[src/common/ocal_pkg.sv]
// constants, types and operation summary for the optical auto-calibration block
// Operation
// a low pulse on calibrate starts a run, ramping emitter drive up from 0 mA toward 14 mA
// the ramp stops as soon as the receiver level reaches the calibration target
// the calibration target is half of the supply, as seen at the receiver
// reaching the target flashes the green success light exactly three times
// after success the drive is frozen until reset/clear is driven low (a calibrate pulse here also restarts the ramp from 0)
// drive reaching its maximum without meeting the target turns the red light on
// the locked setting is kept in non-volatile storage and restored at power-up
// the upper trip output changes when the signal rises above two thirds of supply
// the lower trip output changes when the signal falls below one third of supply
// blue light follows the upper trip, the low green light follows the lower trip
// the operating party should recalibrate now and then against aging and drift
// drive steps once per sampling period, target checked after each step
package ocal_pkg;
    localparam int CLK_KHZ = 40000;
    localparam int LVL_FS = 256;
    localparam logic [7:0] TARGET_LVL = 8'(LVL_FS / 2);
    localparam logic [7:0] TRIP_HI_LVL = 8'((LVL_FS * 2) / 3);
    localparam logic [7:0] TRIP_LO_LVL = 8'(LVL_FS / 3);
    localparam int DRIVE_MIN_UA = 0;
    localparam int DRIVE_MAX_UA = 14000;
    localparam int DRIVE_STEP_UA = 56;
    localparam logic [7:0] DRIVE_MIN_CODE = 8'(DRIVE_MIN_UA / DRIVE_STEP_UA);
    localparam logic [7:0] DRIVE_MAX_CODE = 8'(DRIVE_MAX_UA / DRIVE_STEP_UA);
    localparam int SAMPLE_US = 100;
    localparam int SAMPLE_CYC = (SAMPLE_US * CLK_KHZ + 999) / 1000;
    localparam logic [11:0] SAMPLE_LAST = 12'(SAMPLE_CYC - 1);
    localparam int BLINK_HALF_MS = 250;
    localparam int BLINK_HALF_CYC = BLINK_HALF_MS * CLK_KHZ;
    localparam logic [2:0] BLINK_COUNT = 3'h3;
    localparam logic [7:0] ADDR_STATUS = 8'h00;
    localparam logic [7:0] ADDR_MASK = 8'h04;
    localparam logic [7:0] ADDR_CTRL = 8'h08;
    localparam logic [7:0] ADDR_DRIVE = 8'h0C;
    localparam logic [7:0] ADDR_LEVEL = 8'h10;
    localparam int STAT_DONE_BIT = 0;
    localparam int STAT_FAIL_BIT = 1;
    localparam int STAT_HI_BIT = 2;
    localparam int STAT_LO_BIT = 3;
    localparam int STAT_W = 4;
    localparam logic [STAT_W-1:0] STAT_RESET = 4'h0;
    localparam int CTRL_START_BIT = 0;
    localparam int CTRL_CLEAR_BIT = 1;
    localparam int DRV_LOCK_BIT = 8;
    localparam int DRV_RAMP_BIT = 9;
    localparam int DRV_FAIL_BIT = 10;

    typedef enum logic [1:0] {
        S_IDLE,
        S_RAMP,
        S_LOCK,
        S_FAIL
    } ocal_state_type;

    typedef struct packed {
        logic valid;
        logic [7:0] code;
    } ocal_nv_type;

    typedef struct packed {
        logic [7:0] addr;
        logic [31:0] wdata;
        logic wr;
        logic rd;
    } ocal_bus_type;
endpackage

[src/rtl/ocal_top.sv]
// optical emitter auto-calibration controller with trip outputs and register port
//
// Our own choices: the address-and-strobe port and the address map.
`timescale 1ns/1ps
module ocal_top #(
    parameter int BLINK_HALF_CYCLES = ocal_pkg::BLINK_HALF_CYC,
    parameter int SAMPLE_CYCLES = ocal_pkg::SAMPLE_CYC
) (
    input wire logic clk_i,
    input wire logic srst_i,
    input wire logic cal_n_i,
    input wire logic clear_n_i,
    input wire logic [7:0] rx_level_i,
    input wire ocal_pkg::ocal_nv_type nv_i,
    input wire ocal_pkg::ocal_bus_type bus_i,
    output logic [7:0] drive_o,
    output ocal_pkg::ocal_nv_type nv_o,
    output logic nv_wr_o,
    output logic led_ok_o,
    output logic led_fail_o,
    output logic led_blue_o,
    output logic led_low_o,
    output logic trip_hi_o,
    output logic trip_lo_o,
    output logic [31:0] rdata_o,
    output logic irq_o
);
    import ocal_pkg::*;

    // a parameter only so that a full ramp to the ceiling fits in a short run
    localparam logic [11:0] SAMPLE_END = 12'(SAMPLE_CYCLES - 1);

    ocal_state_type state_r;
    logic [7:0] drive_r;
    logic restore_r;
    logic cal_prev_r;
    logic [11:0] sample_cnt_r;
    logic tick;
    logic sw_start;
    logic sw_clear;
    logic start_req;
    logic clr_req;
    logic at_target;
    logic ramp_tick;
    logic lock_evt;
    logic fail_evt;
    logic trip_hi_r;
    logic trip_lo_r;
    logic trip_hi_nxt;
    logic trip_lo_nxt;
    logic [STAT_W-1:0] status_r;
    logic [STAT_W-1:0] mask_r;
    logic [STAT_W-1:0] evt;
    logic [STAT_W-1:0] w1c;
    logic [31:0] rdata_r;
    ocal_nv_type nv_r;
    logic nv_wr_r;
    logic blink_busy;

    // software pulses share the pin paths so both behave the same
    assign sw_start = bus_i.wr && (bus_i.addr == ADDR_CTRL) && bus_i.wdata[CTRL_START_BIT];
    assign sw_clear = bus_i.wr && (bus_i.addr == ADDR_CTRL) && bus_i.wdata[CTRL_CLEAR_BIT];
    assign start_req = (cal_prev_r && !cal_n_i) || sw_start;
    assign clr_req = !clear_n_i || sw_clear;
    assign at_target = rx_level_i >= TARGET_LVL;
    assign tick = sample_cnt_r == SAMPLE_END;
    assign ramp_tick = (state_r == S_RAMP) && tick && !clr_req && !start_req;
    assign lock_evt = ramp_tick && at_target;
    assign fail_evt = ramp_tick && !at_target && (drive_r == DRIVE_MAX_CODE);

    // falling edge of calibrate; idle high, so a low held through reset counts as a pulse at release
    always_ff @(posedge clk_i) begin
        if (srst_i) begin
            cal_prev_r <= 1'b1;
        end else begin
            cal_prev_r <= cal_n_i;
        end
    end

    // sampling period divider, restarted with each run
    always_ff @(posedge clk_i) begin
        if (srst_i || start_req || tick) begin
            sample_cnt_r <= 12'h000;
        end else begin
            sample_cnt_r <= sample_cnt_r + 12'h001;
        end
    end

    // calibration sequencer; clear outranks calibrate
    always_ff @(posedge clk_i) begin
        if (srst_i) begin
            state_r <= S_IDLE;
            drive_r <= DRIVE_MIN_CODE;
            restore_r <= 1'b1;
        end else if (clr_req) begin
            state_r <= S_IDLE;
            drive_r <= DRIVE_MIN_CODE;
            restore_r <= 1'b0;
        end else if (start_req) begin
            state_r <= S_RAMP;
            drive_r <= DRIVE_MIN_CODE;
            restore_r <= 1'b0;
        end else if (restore_r) begin
            // stored setting taken once, the cycle after reset release
            restore_r <= 1'b0;
            if (nv_i.valid) begin
                state_r <= S_LOCK;
                drive_r <= nv_i.code;
            end
        end else begin
            case (state_r)
                S_RAMP: begin
                    if (tick) begin
                        if (at_target) begin
                            state_r <= S_LOCK;
                        end else if (drive_r == DRIVE_MAX_CODE) begin
                            state_r <= S_FAIL;
                        end else begin
                            drive_r <= drive_r + 8'h01;
                        end
                    end
                end
                default: begin
                    state_r <= state_r;
                end
            endcase
        end
    end

    assign drive_o = drive_r;

    // non-volatile record: written on lock, invalidated on clear
    always_ff @(posedge clk_i) begin
        if (srst_i) begin
            nv_r <= '0;
            nv_wr_r <= 1'b0;
        end else begin
            nv_wr_r <= lock_evt || clr_req;
            if (clr_req) begin
                nv_r <= '0;
            end else if (lock_evt) begin
                nv_r.valid <= 1'b1;
                nv_r.code <= drive_r;
            end
        end
    end

    assign nv_o = nv_r;
    assign nv_wr_o = nv_wr_r;

    ocal_blink #(
        .HALF_CYC(BLINK_HALF_CYCLES)
    ) u_blink (
        .clk_i(clk_i),
        .srst_i(srst_i),
        .start_i(lock_evt),
        .abort_i(clr_req || start_req),
        .led_o(led_ok_o),
        .busy_o(blink_busy)
    );

    assign led_fail_o = state_r == S_FAIL;

    // trip comparators, registered; no hysteresis beyond the two levels
    assign trip_hi_nxt = rx_level_i > TRIP_HI_LVL;
    assign trip_lo_nxt = rx_level_i < TRIP_LO_LVL;

    always_ff @(posedge clk_i) begin
        if (srst_i) begin
            trip_hi_r <= 1'b0;
            trip_lo_r <= 1'b0;
        end else begin
            trip_hi_r <= trip_hi_nxt;
            trip_lo_r <= trip_lo_nxt;
        end
    end

    assign trip_hi_o = trip_hi_r;
    assign trip_lo_o = trip_lo_r;
    assign led_blue_o = trip_hi_r;
    assign led_low_o = trip_lo_r;

    // sticky status, a new event beats a same-cycle clear
    always_comb begin
        evt = '0;
        evt[STAT_DONE_BIT] = lock_evt;
        evt[STAT_FAIL_BIT] = fail_evt;
        evt[STAT_HI_BIT] = trip_hi_nxt && !trip_hi_r;
        evt[STAT_LO_BIT] = trip_lo_nxt && !trip_lo_r;
    end

    assign w1c = (bus_i.wr && (bus_i.addr == ADDR_STATUS)) ? bus_i.wdata[STAT_W-1:0] : '0;

    always_ff @(posedge clk_i) begin
        if (srst_i) begin
            status_r <= STAT_RESET;
        end else begin
            status_r <= (status_r & ~w1c) | evt;
        end
    end

    always_ff @(posedge clk_i) begin
        if (srst_i) begin
            mask_r <= STAT_RESET;
        end else if (bus_i.wr && (bus_i.addr == ADDR_MASK)) begin
            mask_r <= bus_i.wdata[STAT_W-1:0];
        end
    end

    assign irq_o = |(status_r & mask_r);

    // read data valid only in the cycle after the strobe
    always_ff @(posedge clk_i) begin
        if (srst_i) begin
            rdata_r <= 32'h00000000;
        end else if (!bus_i.rd) begin
            rdata_r <= 32'h00000000;
        end else if (bus_i.addr == ADDR_STATUS) begin
            rdata_r <= {28'h0000000, status_r};
        end else if (bus_i.addr == ADDR_MASK) begin
            rdata_r <= {28'h0000000, mask_r};
        end else if (bus_i.addr == ADDR_DRIVE) begin
            rdata_r <= {21'h00000, state_r == S_FAIL, state_r == S_RAMP,
                        state_r == S_LOCK, drive_r};
        end else if (bus_i.addr == ADDR_LEVEL) begin
            rdata_r <= {22'h00000, trip_lo_r, trip_hi_r, rx_level_i};
        end else begin
            rdata_r <= 32'h00000000;
        end
    end

    assign rdata_o = rdata_r;
endmodule

[src/rtl/ocal_blink.sv]
// success light flasher: a fixed number of on/off flashes per start
`timescale 1ns/1ps
module ocal_blink #(
    parameter int HALF_CYC = ocal_pkg::BLINK_HALF_CYC
) (
    input wire logic clk_i,
    input wire logic srst_i,
    input wire logic start_i,
    input wire logic abort_i,
    output logic led_o,
    output logic busy_o
);
    import ocal_pkg::*;

    localparam logic [23:0] HALF_LAST = 24'(HALF_CYC - 1);
    localparam logic [2:0] PHASE_LAST = 3'((BLINK_COUNT * 2) - 1);

    logic [23:0] cnt_r;
    logic [2:0] phase_r;
    logic busy_r;
    logic [2:0] flashes_r;
    logic led_d_r;

    // restart on a new start keeps the flash count whole
    always_ff @(posedge clk_i) begin
        if (srst_i || abort_i) begin
            busy_r <= 1'b0;
            cnt_r <= 24'h000000;
            phase_r <= 3'h0;
        end else if (start_i) begin
            busy_r <= 1'b1;
            cnt_r <= 24'h000000;
            phase_r <= 3'h0;
        end else if (busy_r) begin
            if (cnt_r == HALF_LAST) begin
                cnt_r <= 24'h000000;
                if (phase_r == PHASE_LAST) begin
                    busy_r <= 1'b0;
                end else begin
                    phase_r <= phase_r + 3'h1;
                end
            end else begin
                cnt_r <= cnt_r + 24'h000001;
            end
        end
    end

    // even phases are lit
    assign led_o = busy_r && !phase_r[0];
    assign busy_o = busy_r;

    // helper: count flashes since the last start
    always_ff @(posedge clk_i) begin
        if (srst_i || start_i) begin
            flashes_r <= 3'h0;
            led_d_r <= 1'b0;
        end else begin
            led_d_r <= led_o;
            if (led_o && !led_d_r) begin
                flashes_r <= flashes_r + 3'h1;
            end
        end
    end
endmodule

[config.mk]
export PLATFORM = sky130hd
export DESIGN_NAME = ocal_top
export DESIGN_NICKNAME = d
export VERILOG_FILES = /design/src/common/ocal_pkg.sv /design/src/rtl/ocal_top.sv /design/src/rtl/ocal_blink.sv
export SDC_FILE = /design/constraint.sdc
export NUM_CORES = 1
export LEC_CHECK = 0
export BUFFER_PORTS_ARGS = -buffer_cell sky130_fd_sc_hd__buf_2
export CORE_UTILIZATION = 40
export DETAILED_ROUTE_END_ITERATION = 16
export PLACE_DENSITY = 0.67
export SYNTH_ARGS = -nofsm -noshare
export SYNTH_HDL_FRONTEND = slang
export SYNTH_SLANG_ARGS = --single-unit
[constraint.sdc]
create_clock -name clk_i -period 2.1 [get_ports clk_i]
set_clock_uncertainty 0.2 [all_clocks]
set_input_delay 0.42 -clock clk_i [delete_from_list [all_inputs] [get_ports clk_i]]
set_output_delay 0.42 -clock clk_i [all_outputs]
set_load 0.1 [all_outputs]
==> summary.txt <==
Setup path
  • Slowest stage delay, CP: between 0.5 and 0.6 ns
  • CP cell instances: buf_2 > or4_4 > nor4b_4 > buf_4 > and2_4 > buf_12 > a22oi_1 > o22ai_1
  • CP max FO: 11
  • Crit-path slowest cell: or4_4
  • Startpoint Class: input port
  • Worst path top cell family by delay: simple AND/OR/NAND/NOR gates
  • Setup CP Type: in -> reg
  • CP Buf/Inv Count: 3
  • Crit end category: flip-flop
  • Worst path arrival time: 2.12 ns
  • WP data required: 2.16 ns

Logic synthesis
  • Top post-synthesis cells by area: dfxtp_1, nor2_1, xor2_1
  • Simple-gate share of the synthesized area: 24.8%
  • Post-Syn Instances: 461
  • Post-synth cell types: 55
  • Post-synthesis xor/xnor area fraction: between 7 and 8%
  • Syn Area/Cell: 8.67 sq um
  • Synth Area in Compound Gates: 13.7%
  • EDFF count, synth: 0
  • Area share of the largest cell type after synthesis: 41.6%
  • Post-synthesis mux area share: 3.04%
  • Ys flop type: dfxtp_1
  • Leading area contributor after synthesis: dfxtp_1
  • Largest family of logic cells by synthesized area: simple AND/OR/NAND/NOR gates
  • Number of synthesis warnings: 0
  • Post-synthesis sequential area ratio: 41.6%
  • Adder-cell share of the synthesized area: under 10%
  • Flops & latches, synth: 83
  • Ys async rst share: 0%
  • Syn Std Cell Area: approximately 4000 sq um

Status
  • Failing checks: DRC
  • Status: finished with violations

Global routing
  • Antenna violations before repair: 0
  • Largest net degree at the start of global routing: 23
  • Gr usage total: 20.1%
  • Vias in the first global route: 3,301
  • First-pass GRT wire length: 16,000 um
  • Gr ovfl total: 0

Placement
  • Cells after DPL: 679
  • Routability cong.: 0.913
  • Port Buffer Count: 70
  • Post-Place Worst Slack: -0.338 ns
  • Hpwl dp: 7350 um

Flow run
  • Max Cap Viol: 0

CTS
  • Clk sinks: 83
  • H-Tree Depth: 3
  • CTS tree: yes
  • TritonCTS buffer count: 9
  • Skew-Pair Late Insertion Delay: 0.36 ns
  • Root Driver: clkbuf_8
  • # hold bufs at CTS: 0
  • Clock transition at the registers of the reported paths: around 0.090 ns
  • Longest Clk Path Bufs: 2

Route
  • TritonRoute pass-1 iters: 10
  • Vias: 3,546
  • Drt total wl: 9910 um
  • Post-route DRC violation count: 1
  • Via density: 5.08
  • Final ANT Viol Nets: 0
  • DRT iter0 DRCs: 120
  • DR WL/cell: 14.2 um

Timing
  • Tmin final: between 2 and 2.5 ns
  • Setup ws final: 0.0404 ns
  • FMAX: 486 MHz
  • Fin. Hold Viols: 0
  • Pins Over Slew Limit: 0
  • Final setup violation count: 0
  • Period utilization: 98.1%
  • Unrepaired setup endpoints after global routing: yes

Final layout
  • Final cell count without fillers: 698
  • Fillcell total: 940
  • Area Overhead vs Synth: 25.3%
  • Nets: about 630
  • Post-layout util: 51.5%
  • Layout cells sized above 1: 29.7%
  • Area of the multi-input gates: 2210 sq um
  • N_diodes: 0
  • Register area: 1690 sq um

Floorplan
  • Initial core utilization: 41.1%
  • # IOs: between 100 and 150
  • Die footprint: around 10,000 sq um
  • Die span in y: between 100 and 150 um
  • Chip Width: 102 um
  • Std-Cell Rows: 36
  • Core Area: approximately 9700 sq um

Pwr
  • Tot Pwr: 3.08 mW
  • Pwr per Cell Area: 615 nW/um^2
  • Leakage power: about 2 nW
  • IR drop worst, VDD: approximately 260 uV

Worst hold path
  • Hold Crit Class: in -> reg
## state kept, by name (all words and copies together) (netlist names)
register,flops
status_r,4
state_r,2
rdata_o,11
mask_r,4
sample_cnt_r,12
u_blink.cnt_r,24
led_low_o,1
nv_wr_o,1
u_blink.phase_r,3
u_blink.busy_o,1
nv_o,9
led_blue_o,1
restore_r,1
drive_o,8
cal_prev_r,1
## kinds of logic (layout without fill, tap and decap cells)
family                     count (synthesis)  after routing
AOI/OAI and AO/OA                         80             80
muxes                                     12             12
other                                      1             21
DFF                                       83             83
adders and majority gates                  6              6
and+or+nand+nor                          191            191
buffers and inverters                     55            139
xor gates and xnor gates                  33             33
## cells in the mapped netlist (all sizes together) (8+ instances only)
cell type,instances
xnor2,9
o21ai,18
a22oi,11
nand2,37
nand4,15
buf,28
clkbuf,15
dfxtp,83
a21oi,14
xor2,24
nor2,61
a32o,8
nand3,26
and3,12
mux2i,11
inv,12
## final timing paths
kind                   startpoint              end  slack (ns)  depth (start not counted)
setup / recovery        bus_i[34]       rdata_o[0]        0.04                          8
hold / removal            cal_n_i       cal_prev_r        0.09                          3
setup reg to reg  sample_cnt_r[0]       drive_o[3]        0.05                          7
hold reg to reg   sample_cnt_r[0]  sample_cnt_r[0]        0.25                          1
## cell type report
| type | count | area share, % |
|---|---|---|
| Tap cell | 133 | 3.32 |
| Clock inverter | 6 | 0.999 |
| Inverter | 12 | 0.899 |
| Timing Repair Buffer | 111 | 14.4 |
| Clock buffer | 10 | 2.55 |
| Multi-Input combinational cell | 343 | 44.1 |
| Sequential cell | 83 | 33.7 |
## stage by stage
| stage | setup TNS [ns] | cell area, sq um | hold WS, ns |
|---|---|---|---|
| finish | 0 | 5010 | 0.0892 |
| CTS | 0 | 4950 | 0.0672 |
| detailed placement | -19.14 | 4770 | 0.240 |
| global route | -0.132 | 5010 | 0.0636 |
| global placement | -17.87 | 4770 | 0.219 |
| floorplan | -3.07 | 4200 | 0.211 |
## report_power, final
group	leakage [nW]	internal (mW)	switching [mW]	total, mW
clock	0.0888	0.445	0.611	1.06
combinational	1.22	0.102	0.331	0.433
sequential	0.678	1.58	0.0138	1.59
## metal layers
| metal | wire length [um] | vias up | GRT usage (%) | part of all wire, % |
|---|---|---|---|---|
| met5 | 0 | - | 0 | 0 |
| met3 | 435 | 7 | 3.97 | 4.4 |
| li1 | - | 1783 | - | - |
| met4 | 97 | 0 | 7.47 | 0.98 |
| met1 | 4460 | 1675 | 25.1 | 45 |
| met2 | 4920 | 81 | 34.2 | 50 |
## cell usage in the layout, fill, tap and decap left out, drive strengths merged, types with 2 or more instances in the layout
| cell | netlist | layout |
|---|---|---|
| buf | 28 | 111 |
| dfxtp | 83 | 83 |
| nor2 | 61 | 61 |
| nand2 | 37 | 37 |
| nand3 | 26 | 26 |
| xor2 | 24 | 24 |
| conb | 1 | 21 |
| o21ai | 18 | 18 |
| nand4 | 15 | 15 |
| a21oi | 14 | 14 |
| inv | 12 | 14 |
| and3 | 12 | 12 |
| a22oi | 11 | 11 |
| mux2i | 11 | 11 |
| clkbuf | 15 | 10 |
| xnor2 | 9 | 9 |
| a32o | 8 | 8 |
| and4 | 7 | 7 |
| nor2b | 6 | 6 |
| ha | 6 | 6 |
| and2 | 6 | 6 |
| nand2b | 5 | 5 |
| o22ai | 4 | 4 |
| o31ai | 4 | 4 |
| o21a | 3 | 3 |
| a31oi | 3 | 3 |
| nor3 | 3 | 3 |
| clkinv | 0 | 3 |
| nor4 | 3 | 3 |
| a32oi | 2 | 2 |
| o41ai | 2 | 2 |
| a21o | 2 | 2 |
| a211oi | 2 | 2 |
| nor4b | 2 | 2 |
| a21boi | 2 | 2 |
## tightest hold or removal path: cells and delay by family
| family | cells | cell delay, ns |
|---|---|---|
| buffers and inverters | 2 | 0.15 |
| AND/OR/NAND/NOR | 1 | 0.05 |
## timing repair
| action | in CTS | in global routing |
|---|---|---|
| cloned | 0 | 1 |
| pin swaps | 1 | 9 |
| hold endpoints to repair | 0 | 0 |
| setup buffers | 0 | 2 |
| endpoints found under the setup margin | 6 | 31 |
| resized for setup | 2 | 21 |
Power figures use the tool's default switching activity.
